## config.mk

```make
export PLATFORM = sky130hd
export DESIGN_NAME = eal_alu
export DESIGN_NICKNAME = d
export VERILOG_FILES = /design/src/logic/eal_alu.v
export VERILOG_INCLUDE_DIRS = /design/src /design/src/pkg
export SDC_FILE = /design/constraint.sdc
export NUM_CORES = 1
export LEC_CHECK = 0
export BUFFER_PORTS_ARGS = -buffer_cell sky130_fd_sc_hd__buf_4
export CAP_MARGIN = 25
export CORE_ASPECT_RATIO = 1.75
export CORE_MARGIN = 4
export CORE_UTILIZATION = 65
export CTS_BUF_LIST = sky130_fd_sc_hd__clkbuf_4
export DETAILED_ROUTE_END_ITERATION = 12
export PLACE_DENSITY = 0.92
export SYNTH_ARGS = -nofsm -noshare
export SYNTH_HDL_FRONTEND = slang
export SYNTH_SLANG_ARGS = --single-unit
```

## constraint.sdc

```tcl
create_clock -name clock -period 7.2 [get_ports clock]
set_input_delay 0.36 -clock clock [delete_from_list [all_inputs] [get_ports clock]]
set_output_delay 0.36 -clock clock [all_outputs]
set_load 0.05 [all_outputs]
```

## src/pkg/eal_map.vh

```
// constants of the 8-bit arithmetic and logic unit
// Overview of operation
// - add and add-with-carry: dest plus source (plus carry), 1 cycle, Z C N V H
// - word add-immediate on a 16-bit pair, 2 cycles, Z C N V S
// - subtract register or immediate from dest, 1 cycle, Z C N V H
// - subtract-with-borrow also takes carry off, 1 cycle, Z C N V H
// - word subtract-immediate on a 16-bit pair, 2 cycles, Z C N V S
// - conjunction with register or immediate, 1 cycle, only Z N V
// - inclusive or exclusive disjunction, 1 cycle, only Z N V
// - inversion is FF minus value, negation 00 minus value; negation adds H
// - mask set/clear update Z N V; fill loads FF with no flags; 1 cycle
// - increment, decrement, test and clear: 1 cycle, only Z N V
// - three 8x8 multiplies into register pair one:zero, 2 cycles, Z C
// - fractional multiplies shift product left one, 2 cycles, Z C
`ifndef EAL_MAP_VH
`define EAL_MAP_VH

// =========================================
// operation codes
`define EAL_OP_ADD    5'h00
`define EAL_OP_ADC    5'h01
`define EAL_OP_SUB    5'h02
`define EAL_OP_SBB    5'h03
`define EAL_OP_AND    5'h04
`define EAL_OP_OR     5'h05
`define EAL_OP_XOR    5'h06
`define EAL_OP_INV    5'h07
`define EAL_OP_NEGT   5'h08
`define EAL_OP_SETM   5'h09
`define EAL_OP_CLRM   5'h0A
`define EAL_OP_INC    5'h0B
`define EAL_OP_DECR   5'h0C
`define EAL_OP_TSTV   5'h0D
`define EAL_OP_ZERO   5'h0E
`define EAL_OP_FILL   5'h0F
`define EAL_OP_WADD   5'h10
`define EAL_OP_WSUB   5'h11
`define EAL_OP_MULU   5'h12
`define EAL_OP_PRDS   5'h13
`define EAL_OP_PRDSU  5'h14
`define EAL_OP_FMULU  5'h15
`define EAL_OP_FPRDS  5'h16

// =========================================
// status flag positions
`define EAL_FLG_C     0
`define EAL_FLG_Z     1
`define EAL_FLG_N     2
`define EAL_FLG_V     3
`define EAL_FLG_S     4
`define EAL_FLG_H     5

// =========================================
// flag update masks
`define EAL_MSK_ARITH 8'h2F
`define EAL_MSK_WORD  8'h1F
`define EAL_MSK_LOGIC 8'h0E
`define EAL_MSK_INV   8'h0F
`define EAL_MSK_PROD  8'h03
`define EAL_MSK_NONE  8'h00

// =========================================
// data constants and cycle counts
`define EAL_ALL_ONES  8'hFF
`define EAL_ALL_ZERO  8'h00
`define EAL_CYC_SHORT 1
`define EAL_CYC_LONG  2

`endif

```

## src/logic/eal_alu.v

```verilog
// execution unit: byte, word and multiply arithmetic with flag update
`timescale 1ns/100ps
`default_nettype none
`include "eal_map.vh"

module eal_alu #(
	parameter IMM_W = 6
) (
	input  wire             clock,
	input  wire             reset,
	input  wire             start,
	input  wire [4:0]       opSel,
	input  wire [7:0]       opA,
	input  wire [7:0]       opB,
	input  wire [15:0]      wordIn,
	input  wire [IMM_W-1:0] wordImm,
	input  wire [7:0]       flagsIn,
	output reg  [7:0]       resultLo_r,
	output reg  [7:0]       resultHi_r,
	output reg              wrByte_r,
	output reg              wrPair_r,
	output reg              wrProd_r,
	output reg  [7:0]       flagsOut_r,
	output reg  [7:0]       flagMask_r,
	output reg              done_r,
	output reg              busy_r
);

	// =========================================
	// helpers

	// returns {carry or borrow, half carry or borrow, result}
	function [9:0] addSub;
		input [7:0] x;
		input [7:0] y;
		input       ci;
		input       sub;
		reg   [8:0] t;
		reg   [4:0] l;
		begin
			if (sub) begin
				t = {1'b0, x} - {1'b0, y} - {8'h00, ci};
				l = {1'b0, x[3:0]} - {1'b0, y[3:0]} - {4'h0, ci};
			end else begin
				t = {1'b0, x} + {1'b0, y} + {8'h00, ci};
				l = {1'b0, x[3:0]} + {1'b0, y[3:0]} + {4'h0, ci};
			end
			addSub = {t[8], l[4], t[7:0]};
		end
	endfunction

	// two's complement overflow of an 8-bit add or subtract
	function ovf;
		input [7:0] x;
		input [7:0] y;
		input [7:0] r;
		input       sub;
		begin
			if (sub)
				ovf = (x[7] != y[7]) && (r[7] != x[7]);
			else
				ovf = (x[7] == y[7]) && (r[7] != x[7]);
		end
	endfunction

	// 16x16 product, low half kept
	function [15:0] mul16;
		input [15:0] x;
		input [15:0] y;
		reg   [31:0] p;
		begin
			p = x * y;
			mul16 = p[15:0];
		end
	endfunction

	// =========================================
	// two-cycle operand hold

	reg  [4:0]       op_r;
	reg  [7:0]       a_r;
	reg  [7:0]       b_r;
	reg  [15:0]      w_r;
	reg  [IMM_W-1:0] k_r;
	reg  [7:0]       f_r;

	wire             longOp;
	wire             commit;
	wire [4:0]       curOp;
	wire [7:0]       a;
	wire [7:0]       b;
	wire [15:0]      w;
	wire [15:0]      k;
	wire [7:0]       f;

	// word ops and multiplies hold their operands for a second cycle
	assign longOp = (opSel == `EAL_OP_WADD) || (opSel == `EAL_OP_WSUB) ||
		(opSel == `EAL_OP_MULU) || (opSel == `EAL_OP_PRDS) ||
		(opSel == `EAL_OP_PRDSU) || (opSel == `EAL_OP_FMULU) ||
		(opSel == `EAL_OP_FPRDS);
	// start is ignored while busy, no queueing
	assign commit = busy_r | (start & ~longOp);
	assign curOp  = busy_r ? op_r : opSel;
	assign a      = busy_r ? a_r : opA;
	assign b      = busy_r ? b_r : opB;
	assign w      = busy_r ? w_r : wordIn;
	assign k      = {{(16-IMM_W){1'b0}}, (busy_r ? k_r : wordImm)};
	assign f      = busy_r ? f_r : flagsIn;

	// =========================================
	// datapath

	reg  [9:0]  as;
	reg  [7:0]  r8;
	reg  [15:0] r16;
	reg  [15:0] prod;
	reg         wide;
	reg         cF;
	reg         hF;
	reg         vF;
	reg         zF;
	reg         nF;
	reg         zKeep;
	reg  [7:0]  msk;
	reg  [7:0]  nfl;
	reg         wB;
	reg         wP;
	reg         wM;

	always @* begin
		as    = 10'h000;
		r8    = `EAL_ALL_ZERO;
		r16   = 16'h0000;
		prod  = 16'h0000;
		wide  = 1'b0;
		cF    = 1'b0;
		hF    = 1'b0;
		vF    = 1'b0;
		zKeep = 1'b1;
		msk   = `EAL_MSK_NONE;
		wB    = 1'b0;
		wP    = 1'b0;
		wM    = 1'b0;
		case (curOp)
			`EAL_OP_ADD, `EAL_OP_ADC: begin
				as  = addSub(a, b, (curOp == `EAL_OP_ADC) & f[`EAL_FLG_C], 1'b0);
				r8  = as[7:0];
				cF  = as[9];
				hF  = as[8];
				vF  = ovf(a, b, r8, 1'b0);
				msk = `EAL_MSK_ARITH;
				wB  = 1'b1;
			end
			`EAL_OP_SUB: begin
				as  = addSub(a, b, 1'b0, 1'b1);
				r8  = as[7:0];
				cF  = as[9];
				hF  = as[8];
				vF  = ovf(a, b, r8, 1'b1);
				msk = `EAL_MSK_ARITH;
				wB  = 1'b1;
			end
			`EAL_OP_SBB: begin
				as    = addSub(a, b, f[`EAL_FLG_C], 1'b1);
				r8    = as[7:0];
				cF    = as[9];
				hF    = as[8];
				vF    = ovf(a, b, r8, 1'b1);
				// zero only survives a chain of zero bytes
				zKeep = f[`EAL_FLG_Z];
				msk   = `EAL_MSK_ARITH;
				wB    = 1'b1;
			end
			`EAL_OP_AND: begin
				r8  = a & b;
				msk = `EAL_MSK_LOGIC;
				wB  = 1'b1;
			end
			`EAL_OP_OR, `EAL_OP_XOR: begin
				r8  = (curOp == `EAL_OP_OR) ? (a | b) : (a ^ b);
				msk = `EAL_MSK_LOGIC;
				wB  = 1'b1;
			end
			`EAL_OP_INV: begin
				r8  = `EAL_ALL_ONES - a;
				cF  = 1'b1;
				msk = `EAL_MSK_INV;
				wB  = 1'b1;
			end
			`EAL_OP_NEGT: begin
				as  = addSub(`EAL_ALL_ZERO, a, 1'b0, 1'b1);
				r8  = as[7:0];
				cF  = as[9];
				hF  = as[8];
				vF  = ovf(`EAL_ALL_ZERO, a, r8, 1'b1);
				msk = `EAL_MSK_ARITH;
				wB  = 1'b1;
			end
			`EAL_OP_SETM, `EAL_OP_CLRM: begin
				r8  = (curOp == `EAL_OP_SETM) ? (a | b) : (a & (`EAL_ALL_ONES - b));
				msk = `EAL_MSK_LOGIC;
				wB  = 1'b1;
			end
			`EAL_OP_FILL: begin
				r8  = `EAL_ALL_ONES;
				wB  = 1'b1;
			end
			`EAL_OP_INC, `EAL_OP_DECR: begin
				as  = addSub(a, 8'h01, 1'b0, curOp == `EAL_OP_DECR);
				r8  = as[7:0];
				vF  = ovf(a, 8'h01, r8, curOp == `EAL_OP_DECR);
				msk = `EAL_MSK_LOGIC;
				wB  = 1'b1;
			end
			`EAL_OP_TSTV, `EAL_OP_ZERO: begin
				r8  = (curOp == `EAL_OP_TSTV) ? (a & a) : (a ^ a);
				msk = `EAL_MSK_LOGIC;
				wB  = 1'b1;
			end
			`EAL_OP_WADD: begin
				r16  = w + k;
				wide = 1'b1;
				vF   = ~w[15] & r16[15];
				cF   = w[15] & ~r16[15];
				msk  = `EAL_MSK_WORD;
				wP   = 1'b1;
			end
			`EAL_OP_WSUB: begin
				r16  = w - k;
				wide = 1'b1;
				vF   = w[15] & ~r16[15];
				cF   = r16[15] & ~w[15];
				msk  = `EAL_MSK_WORD;
				wP   = 1'b1;
			end
			`EAL_OP_MULU, `EAL_OP_FMULU: begin
				prod = mul16({8'h00, a}, {8'h00, b});
				wide = 1'b1;
				cF   = prod[15];
				// fractional form drops the doubled sign bit
				r16  = (curOp == `EAL_OP_FMULU) ? {prod[14:0], 1'b0} : prod;
				msk  = `EAL_MSK_PROD;
				wM   = 1'b1;
			end
			`EAL_OP_PRDS, `EAL_OP_FPRDS: begin
				prod = mul16({{8{a[7]}}, a}, {{8{b[7]}}, b});
				wide = 1'b1;
				cF   = prod[15];
				r16  = (curOp == `EAL_OP_FPRDS) ? {prod[14:0], 1'b0} : prod;
				msk  = `EAL_MSK_PROD;
				wM   = 1'b1;
			end
			`EAL_OP_PRDSU: begin
				prod = mul16({{8{a[7]}}, a}, {8'h00, b});
				wide = 1'b1;
				cF   = prod[15];
				r16  = prod;
				msk  = `EAL_MSK_PROD;
				wM   = 1'b1;
			end
			default: begin
				msk = `EAL_MSK_NONE;
			end
		endcase
		if (!wide)
			r16 = {8'h00, r8};
		zF = zKeep & (wide ? (r16 == 16'h0000) : (r8 == `EAL_ALL_ZERO));
		nF = wide ? r16[15] : r8[7];
		nfl = 8'h00;
		nfl[`EAL_FLG_C] = cF;
		nfl[`EAL_FLG_Z] = zF;
		nfl[`EAL_FLG_N] = nF;
		nfl[`EAL_FLG_V] = vF;
		nfl[`EAL_FLG_S] = nF ^ vF;
		nfl[`EAL_FLG_H] = hF;
	end

	// =========================================
	// sequencing and output registers

	always @(posedge clock or posedge reset) begin
		if (reset) begin
			op_r       <= 5'h00;
			a_r        <= 8'h00;
			b_r        <= 8'h00;
			w_r        <= 16'h0000;
			k_r        <= {IMM_W{1'b0}};
			f_r        <= 8'h00;
			busy_r     <= 1'b0;
			done_r     <= 1'b0;
			wrByte_r   <= 1'b0;
			wrPair_r   <= 1'b0;
			wrProd_r   <= 1'b0;
			resultLo_r <= 8'h00;
			resultHi_r <= 8'h00;
			flagsOut_r <= 8'h00;
			flagMask_r <= 8'h00;
		end else begin
			done_r   <= 1'b0;
			wrByte_r <= 1'b0;
			wrPair_r <= 1'b0;
			wrProd_r <= 1'b0;
			if (busy_r) begin
				busy_r <= 1'b0;
			end else if (start && longOp) begin
				busy_r <= 1'b1;
				op_r   <= opSel;
				a_r    <= opA;
				b_r    <= opB;
				w_r    <= wordIn;
				k_r    <= wordImm;
				f_r    <= flagsIn;
			end
			if (commit) begin
				resultLo_r <= r16[7:0];
				resultHi_r <= r16[15:8];
				// untouched flags pass through unchanged
				flagsOut_r <= (f & ~msk) | (nfl & msk);
				flagMask_r <= msk;
				done_r     <= 1'b1;
				wrByte_r   <= wB;
				wrPair_r   <= wP;
				wrProd_r   <= wM;
			end
		end
	end

endmodule

`default_nettype wire

```

; ---- Word level (Yosys, flattened, before mapping)
; Cells that the tools add are included.
[word_totals]
register_bits = 88
out_inout_bits = 37
inputBits = 54
[op_classes]
eq_ne = 35
multipliers = 3
add_sub_neg = 16
n_bitwise = 25
reduce_logical = 30
muxes = 38
[op_table]
columns = operator, count
row1 = case mux 8 bit (11 select lines), 1
row2 = case mux 16 bit (5 select lines), 1
row3 = "== test 5 bit, second input constant", 14
row4 = 2-to-1 mux 16 bit, 4
row5 = 2-to-1 mux 8 bit, 8
row6 = "== test 5 x 4 -> 1 bit, second input constant", 8
row7 = 2-to-1 mux 9 bit, 4
row8 = bitwise AND 8 bit, 4
row9 = multiplier 8 x 8 -> 16 bit, 2
row10 = case mux 6 bit (5 select lines), 1
row11 = "== test 5 x 3 -> 1 bit, second input constant", 4
row12 = adder 16 x 6 -> 16 bit, 1
row13 = logical NOT 16 bit, 1
row14 = multiplier 16 x 8 -> 16 bit, 1
row15 = bitwise OR 8 bit, 2
row16 = OR reduction 16 bit, 1
row17 = OR reduction 2 bit, 8
row18 = subtractor 16 x 6 -> 16 bit, 1
row19 = "subtractor 8 bit, first input constant", 2
row20 = bitwise XOR 8 bit, 2
row21 = 2-to-1 mux 1 bit, 14
row22 = "== test 5 x 2 -> 1 bit, second input constant", 2
row23 = case mux 1 bit (10 select lines), 1
row24 = OR reduction 5 bit, 2
row25 = 32 further kinds, 58

; ---- Logic depth before layout (Yosys ltp)
; Gate-level depths: netlist of the first run.
[depth]
depth_word = 12
mapped_depth = 27
ltp_nobuf = 24

; ---- Least setup slack after synthesis of the first run
; No wires, ideal clock.
[synth_path]
path_type = flip-flop to flip-flop
start = reg busy_r
end = reg flagsOut_r[4]
period_less_slack_ps = 6831
arrival_time_ps = 6699
path_slack_ps = 369
setup_time_ps = 132
path_stages_with_launch = 26
path_buffers = 5
cell_sequence = dfrtp_1 buf_6 buf_4 buf_6 clkbuf_1 buf_2 mux2i_1 clkinv_1 nand2_1 fa_1 fa_1 inv_1 fa_1 inv_1 fa_1 inv_1 ha_1 o21ai_0 a21oi_1 o41ai_1 o21ai_0 xor2_1 o2bb2ai_1 nor4_4 and3_1 nor3_2
[synth_between]
elab_chain_cells = 11
word_cells_on_any_way = 104
classes_between = add/sub (11) / mul (3) / eq/ne (28) / mux (25) / bitwise (18) / reduce/logical (19)
[synth_lines]
columns = element, line_no
row1 = from (decl), eal_alu.v:26  ; output reg busy_r
row2 = from (signal assigned), eal_alu.v:289  ; busy_r <= 1'b0;
row3 = from (signal assigned), eal_alu.v:304  ; busy_r <= 1'b0;
row4 = from (signal assigned), eal_alu.v:306  ; busy_r <= 1'b1;
row5 = branches (longest 11 deep; another with multiplier 16 x 8 -> 16 bit), n/a
row6 = to (signal assigned), eal_alu.v:318  ; flagsOut_r <= (f & ~msk) | (nfl & msk);
row7 = to (decl), eal_alu.v:23  ; output reg [7:0] flagsOut_r,
; Parallel ways; which one is timed is not known. The select of a mux whose other input is x is not followed.
; A chain may end at the register's enable or synchronous reset.

; ---- Worst setup path in the final report of the first run
[layout_path]
start = reg busy_r
end = reg flagsOut_r[2]
[layout_between]
elab_chain_cells = 9
word_cells_on_any_way = 84
classes_between = add/sub (11) / mul (3) / eq/ne (22) / mux (23) / bitwise (12) / reduce/logical (13)
[layout_lines]
columns = element
row1 = branches (longest 9 deep; another with multiplier 16 x 8 -> 16 bit)
; Parallel ways; which one is timed is not known. The select of a mux whose other input is x is not followed.

==> impl_metrics.json, run 1 <==
{
  "crit_path_max_fanout": 23,
  "r2r_start": "busy_r",
  "power.density_mw_per_mm2": 325,
  "slew_headroom_pct": 31.1,
  "yosysWarnings": 0,
  "r2r_end": "flagsOut_r[2]",
  "worstSetupPathType": "reg2reg",
  "clock_skew_ps": 21.1,
  "slew_violations": 0,
  "cp.depth": 22,
  "worst_path_most_repeated_cell": "inv_1",
  "antenna_found_initial": 2,
  "start_kind": "flip-flop",
  "cp_slowest_cell": "dfrtp_4",
  "r2r_cells": 22,
  "grt_overflow": 0,
  "synth_area_sq_mm": 0.0138,
  "synth.distinct_cells": 103,
  "drtIter0Drc": 1550,
  "syn_to_final_growth_pct": 8.56,
  "multi_input_area_sq_mm": 0.0104,
  "synth_top_area_share_pct": 17.0,
  "worstMarginPinSlew_ps": 1030,
  "synth.area.top_cells": "fa_1 (17%), dfrtp_1 (15%), ha_1 (11%)",
  "rsz0062_at_grt": "no",
  "clock_path_buffers": 2,
  "cp_cell_sequence": "mux2i_1 -> inv_1 -> buf_4 -> nand2_1 -> inv_1 -> fa_1 -> inv_1 -> fa_1 -> inv_1 -> fa_1 -> inv_1 -> fa_1 -> inv_1 -> ha_1 -> or2_2 -> o41ai_1 -> o21ai_0 -> xor2_1 -> o2bb2ai_1 -> nor4_4 -> mux2_2 -> o21ai_1",
  "power_leakage_nw": 7.09,
  "cp_num_buf_inv": 7,
  "grt_usage_pct": 44.3,
  "placement.io_buffers": 88,
  "synth.avg_cell_area_sq_um": 8.56,
  "period_share_pct": 92.9,
  "dpl.hpwl_mm": 42.5,
  "row_count": 70,
  "cp-endpoint": "flagsOut_r[2]",
  "viasPerCell": 6.90,
  "rrSetupSlack_ps": 510,
  "start_util_pct": 66.0,
  "dr.pass1.iters": 9,
  "nets": 1975,
  "numClockSinks": 85,
  "htree_levels": 3,
  "endpoint_kind": "flip-flop",
  "gp_congestion": 1.12,
  "synthArstFlopShare_pct": 100,
  "timing.fmax_ghz": 0.149,
  "tns_ps": 0,
  "ir_drop_uv": 583,
  "grt_pass1_vias": 13900,
  "min_period_ps": 6690,
  "finalPower_mw": 4.86,
  "drc": 0,
  "cts.clk_slew.worst_paths_ps": 150,
  "grt_first_pass_wirelength_mm": 80.9,
  "vias": 13400,
  "required_ps": 7560,
  "dieArea_sq_mm": 0.0236,
  "ys_seq_area_share_pct": 15.5,
  "cts_resized": 0,
  "hold_violations": 0,
  "clk_latency_ps": 470,
  "pre_cts_slack_ps": 663,
  "synth-seq-cells": 85,
  "wl_per_cell_microns": 26.9,
  "cp.arrival_ps": 7050,
  "setup_ws_ps": 509,
  "cts_tree": "built",
  "hold_path.class": "in2reg",
  "synthFlopType": "dfrtp_1",
  "post-synth-top-count-cell": "inv_1",
  "drive_gt1_share_pct": 14.2,
  "final_antenna_net_count": 0,
  "core-area_sq_mm": 0.0208,
  "io_pins": 91,
  "synth_edf_count": 0,
  "max_stage_delay_ps": 740,
  "root_buffer": "clkbuf_4",
  "cap_viol_max_count": 0,
  "setup_viol": 0,
  "status": "finished clean",
  "cts_inserted_buffers": 9,
  "synth_top_area_cell": "fa_1",
  "crit_path_start": "busy_r",
  "postSynthCellCount": 1607,
  "fillerInstances": 1589,
  "grt_max_degree": 74,
  "register_area_sq_mm": 0.00213,
  "drt_wl_total_mm": 52.3,
  "cp_top_family": "adder cells",
  "fp.dieH_microns": 200,
  "ys_top_cells_by_count": "inv_1 (232), nand2_1 (160), nor2_1 (125), fa_1 (117), ha_1 (116)",
  "die_x_microns": 118
}
[through the flow]
stage	hold slack [ps]	util, %	instance area [sq um]	cells
2_1_floorplan	440	-	13800	1608
3_3_place_gp	282	70.5	14700	1928
3_5_place_dp	292	70.5	14700	1928
4_1_cts	53.6	71.6	14900	1945
5_1_grt	67.5	71.6	14900	1946
6_report	79.1	71.6	14900	1946
[state kept, by name, indices dropped and copies added, names as in the netlist, 6 cells and up]
name,flops
w_r,16
resultLo_r,8
f_r,8
a_r,8
k_r,6
flagsOut_r,8
resultHi_r,8
b_r,8
[layout by cell type (no fill, tap or decap), drive strengths merged, types with 11 or more instances in the layout]
cell / instances
a211oi: 17
a21oi: 63
a221oi: 18
a22oi: 15
buf: 129
dfrtp: 85
fa: 117
ha: 116
inv: 234
mux2: 38
mux2i: 45
nand2: 161
nand2b: 14
nand3: 25
nor2: 125
nor3: 31
o211ai: 17
o21ai: 61
o221ai: 12
o22ai: 25
or2: 11
xnor2: 55
xor2: 29
[worst register-to-register path, stage by stage, from the launching register on]
cell,delay (ps)
dfrtp_4,740
mux2i_1,650
inv_1,160
buf_4,200
nand2_1,180
inv_1,90
fa_1,500
inv_1,90
fa_1,540
inv_1,50
fa_1,480
inv_1,60
fa_1,480
inv_1,50
ha_1,220
or2_2,300
o41ai_1,540
o21ai_0,240
xor2_1,210
o2bb2ai_1,190
nor4_4,360
mux2_2,220
o21ai_1,50
[worst min path at each step]
stage,cells past startpoint,end,start
after floorplan,2,f_r[0],f_r[0]
after global routing,3,k_r[1],wordImm[1]
after CTS,3,b_r[5],opB[5]
after global placement,2,b_r[5],reset
after detailed placement,2,b_r[1],reset
final,3,b_r[5],opB[5]
[cell families after synthesis]
group | share of synthesized area [%]
AO/OA/AOI/OAI | 17.9
XOR/XNOR | 5.35
adder cells (fa/ha/maj) | 27.6
buffers and inverters | 9.01
flip-flops | 15.5
multiplexers | 7.01
other | 0.0273
AND/OR/NAND/NOR | 17.7
[layer usage]
layer	GRT usage, %	vias to the layer above	wire length (microns)
li1	-	5715	-
met1	46.5	6437	17100
met2	74.9	895	25000
met3	9.59	377	4350
met4	37.9	2	5880
met5	0	-	11
[timing repair]
action                                 in CTS  in global routing
hold buffers                                1                  0
buffers inserted                            0                  0
endpoints found under the hold margin      12                  0
[power breakdown]
group          total, mW  internal, mW  switching, mW
registers          0.671         0.576         0.0949
logic               3.79          1.42           2.37
clock network      0.400         0.213          0.187
[area by class of cell]
class | count | share of cell area, %
well taps | 252 | 2.11
clock inverters | 7 | 0.981
diodes | 1 | 0.0168
repair buffers | 130 | 6.55
inverters | 238 | 5.99
clock buffers | 9 | 0.453
multi-input cells | 1224 | 69.6
flip-flops and latches | 85 | 14.3
No activity file was read; power rests on OpenSTA's default activity.
==> run 2: changes to the inputs <==
--- a/config.mk
+++ b/config.mk
@@ -6,6 +6,7 @@
 export SDC_FILE = /design/constraint.sdc
 export NUM_CORES = 1
 export LEC_CHECK = 0
+export ABC_AREA = 1
 export BUFFER_PORTS_ARGS = -buffer_cell sky130_fd_sc_hd__buf_4
 export CAP_MARGIN = 25
 export CORE_ASPECT_RATIO = 1.75
@@ -13,7 +14,7 @@
 export CORE_UTILIZATION = 65
 export CTS_BUF_LIST = sky130_fd_sc_hd__clkbuf_4
 export DETAILED_ROUTE_END_ITERATION = 12
-export PLACE_DENSITY = 0.92
+export PLACE_DENSITY_LB_ADDON = 0.12
 export SYNTH_ARGS = -nofsm -noshare
 export SYNTH_HDL_FRONTEND = slang
 export SYNTH_SLANG_ARGS = --single-unit
==> impl_metrics.json, run 2 <==
{
  "status": "finished clean",
  "dr.pass1.iters": 8,
  "yosysWarnings": 0,
  "grt_overflow": 0,
  "wl_per_cell_microns": 19.9,
  "final_core_util_pct": 71.7,
  "cts_tree": "built",
  "drc": 0,
  "dieArea_sq_mm": 0.0244,
  "setup_viol": 0,
  "grt_usage_pct": 42.9,
  "drtIter0Drc": 1247,
  "r2r_end": "flagsOut_r[1]",
  "post-synth-top-count-cell": "nand2_1",
  "htree_levels": 3,
  "rsz0062_at_grt": "no",
  "slew_headroom_pct": 22.9,
  "finalNonFillerCells": 2623,
  "place_area_sq_mm": 0.0152,
  "final_area_sq_mm": 0.0154,
  "grt_first_pass_wirelength_mm": 80.4,
  "fp.dieH_microns": 204,
  "synthArstFlopShare_pct": 100,
  "synthSimpleGateAreaFrac_pct": 36.4,
  "required_ps": 7620,
  "dpl.hpwl_mm": 42.6,
  "io_pins": 91,
  "drive_gt1_share_pct": 8.46,
  "ys_seq_area_share_pct": 14.9,
  "final_cell_mix": "nand2_1 (716), inv_1 (401), nor2_1 (222)",
  "synth.area.top_cells": "nand2_1 (19%), fa_1 (16%), dfrtp_1 (15%)",
  "largest_register_ffs": 16,
  "worst_path_most_repeated_cell": "nand2_1",
  "cts.clk_slew.worst_paths_ps": 160,
  "clock_path_buffers": 2,
  "min_period_ps": 6840,
  "top_register": "w_r",
  "ys_top_cells_by_count": "nand2_1 (716), inv_1 (402), nor2_1 (224), nand3_1 (193), fa_1 (117)",
  "synth.distinct_cells": 47,
  "cp-endpoint": "flagsOut_r[1]",
  "start_util_pct": 66.3,
  "core-area_sq_mm": 0.0215,
  "tns_ps": 0,
  "slew_violations": 0,
  "placedCellCount": 2602,
  "ir_drop_uv": 230,
  "synth_edf_count": 0,
  "cp_slowest_cell": "fa_1",
  "synthMuxAreaShare_pct": 0,
  "r2r_start": "busy_r",
  "worstSetupPathType": "reg2reg",
  "nets": 2611,
  "row_count": 71,
  "rrSetupSlack_ps": 360,
  "root_buffer": "clkbuf_4",
  "grt_max_degree": 75,
  "placement.io_buffers": 88,
  "cap_viol_max_count": 0,
  "syn_to_final_growth_pct": 8.13,
  "cts_inserted_buffers": 9,
  "synthFlopType": "dfrtp_1",
  "clk_latency_ps": 470,
  "cp.arrival_ps": 7260,
  "synth-seq-cells": 85,
  "r2r_cells": 29,
  "endpoint_kind": "flip-flop",
  "power.density_mw_per_mm2": 336,
  "max_stage_delay_ps": 560,
  "synth_top_area_cell": "nand2_1",
  "synth_area_sq_mm": 0.0142,
  "numClockSinks": 85,
  "antenna_found_initial": 3,
  "synth_fa_ha_area_share_pct": 26.6,
  "mostFrequentLayoutCell": "nand2_1",
  "hold_violations": 0,
  "viasPerCell": 5.85,
  "post_cts_buffers": 0,
  "drt_wl_total_mm": 52.2,
  "synth.avg_cell_area_sq_um": 6.34,
  "grt_pass1_vias": 15500,
  "synth_top_family_by_area": "simple AND/OR/NAND/NOR gates",
  "final_antenna_net_count": 0,
  "die_x_microns": 120,
  "synth_compound_area_share_pct": 7.78,
  "synthXorXnorAreaFrac_pct": 1.41,
  "clock_skew_ps": 18.1,
  "timing.fmax_ghz": 0.146,
  "crit_path_max_fanout": 28,
  "gp_congestion": 1.09,
  "start_kind": "flip-flop",
  "power_leakage_nw": 8.74,
  "hold_path.class": "in2reg",
  "period_share_pct": 95.0,
  "postSynthCellCount": 2247,
  "synth_top_area_share_pct": 18.9,
  "crit_path_start": "busy_r",
  "vias": 15400,
  "worstMarginPinSlew_ps": 1150
}
[run 2: cell types whose count changed after synthesis, moves of 15 or more]
cell / change
nor3_1: -15
xnor2_1: -48
nand2_1: +556
inv_1: +170
o21ai_0: +31
o22ai_1: -22
mux2i_1: -36
nand4_1: +21
mux2_2: -38
nor2_1: +99
nand3_1: +168
a221oi_1: -18
[run 2: cells by family (layout without fill, tap and decap cells)]
group,after synthesis,in the layout
buf+inv,469,550
flops,85,85
simple gates,1239,1239
fa+ha+maj,233,233
compound gates,197,197
other cells,1,4
xor+xnor,23,23
[run 2: layout make-up]
type | count | area (sq um)
Tap cell | 292 | 365
Clock inverter | 7 | 80.1
Multi-Input combinational cell | 1694 | 10300
Timing Repair Buffer | 115 | 866
Antenna cell | 2 | 5.00
Sequential cell | 85 | 2130
Clock buffer | 9 | 67.6
Fill cell | 1947 | 6090
Inverter | 419 | 1580
[run 2: power by group]
| group | switching (mW) | internal [mW] |
|---|---|---|
| clock network | 0.202 | 0.0826 |
| registers | 0.0664 | 0.574 |
| logic | 2.86 | 1.39 |
[run 2: metal layers]
metal	part of all wire [%]	wire [microns]	global-route usage, %	vias up
li1	-	-	-	7088
met1	32	16900	43.3	7063
met2	48	25300	73.2	884
met3	8.1	4240	9.28	316
met4	11	5750	38.4	2
met5	0.023	12	0	-
[run 2: worst min-delay path by stage]
stage	from	endpoint	slack [ps]	cells after the start
finish	flagsIn[7]	f_r[7]	90	3
CTS	flagsIn[7]	f_r[7]	70	3
global route	flagsIn[6]	f_r[6]	60	3
detailed placement	reset	done_r	350	2
global placement	reset	done_r	340	2
floorplan	op_r[4]	op_r[4]	440	1
[run 2: repair_timing]
item                       CTS  global route
setup endpoints to repair    0             1
gates resized for setup      0             6
hold buffers                 1             0
hold endpoints to repair    21             0
[run 2: critical path, delay by kind of cell, from the launching register on]
kind / cells / cell delay (ps)
AOI/OAI and AO/OA: 1 / 410
buffers and inverters: 6 / 990
and+or+nand+nor: 17 / 2430
DFF: 1 / 470
adders and majority gates: 5 / 2450
[run 2: stage by stage]
step | power, mW | hold slack (ps) | setup slack [ps]
6_report | 5.17 | 88.8 | 359
4_1_cts | 5.02 | 69.6 | 658
5_1_grt | 5.56 | 64.1 | 75.2
3_5_place_dp | 4.72 | 347 | 670
2_1_floorplan | 3.44 | 439 | 1140
3_3_place_gp | 4.61 | 341 | 738
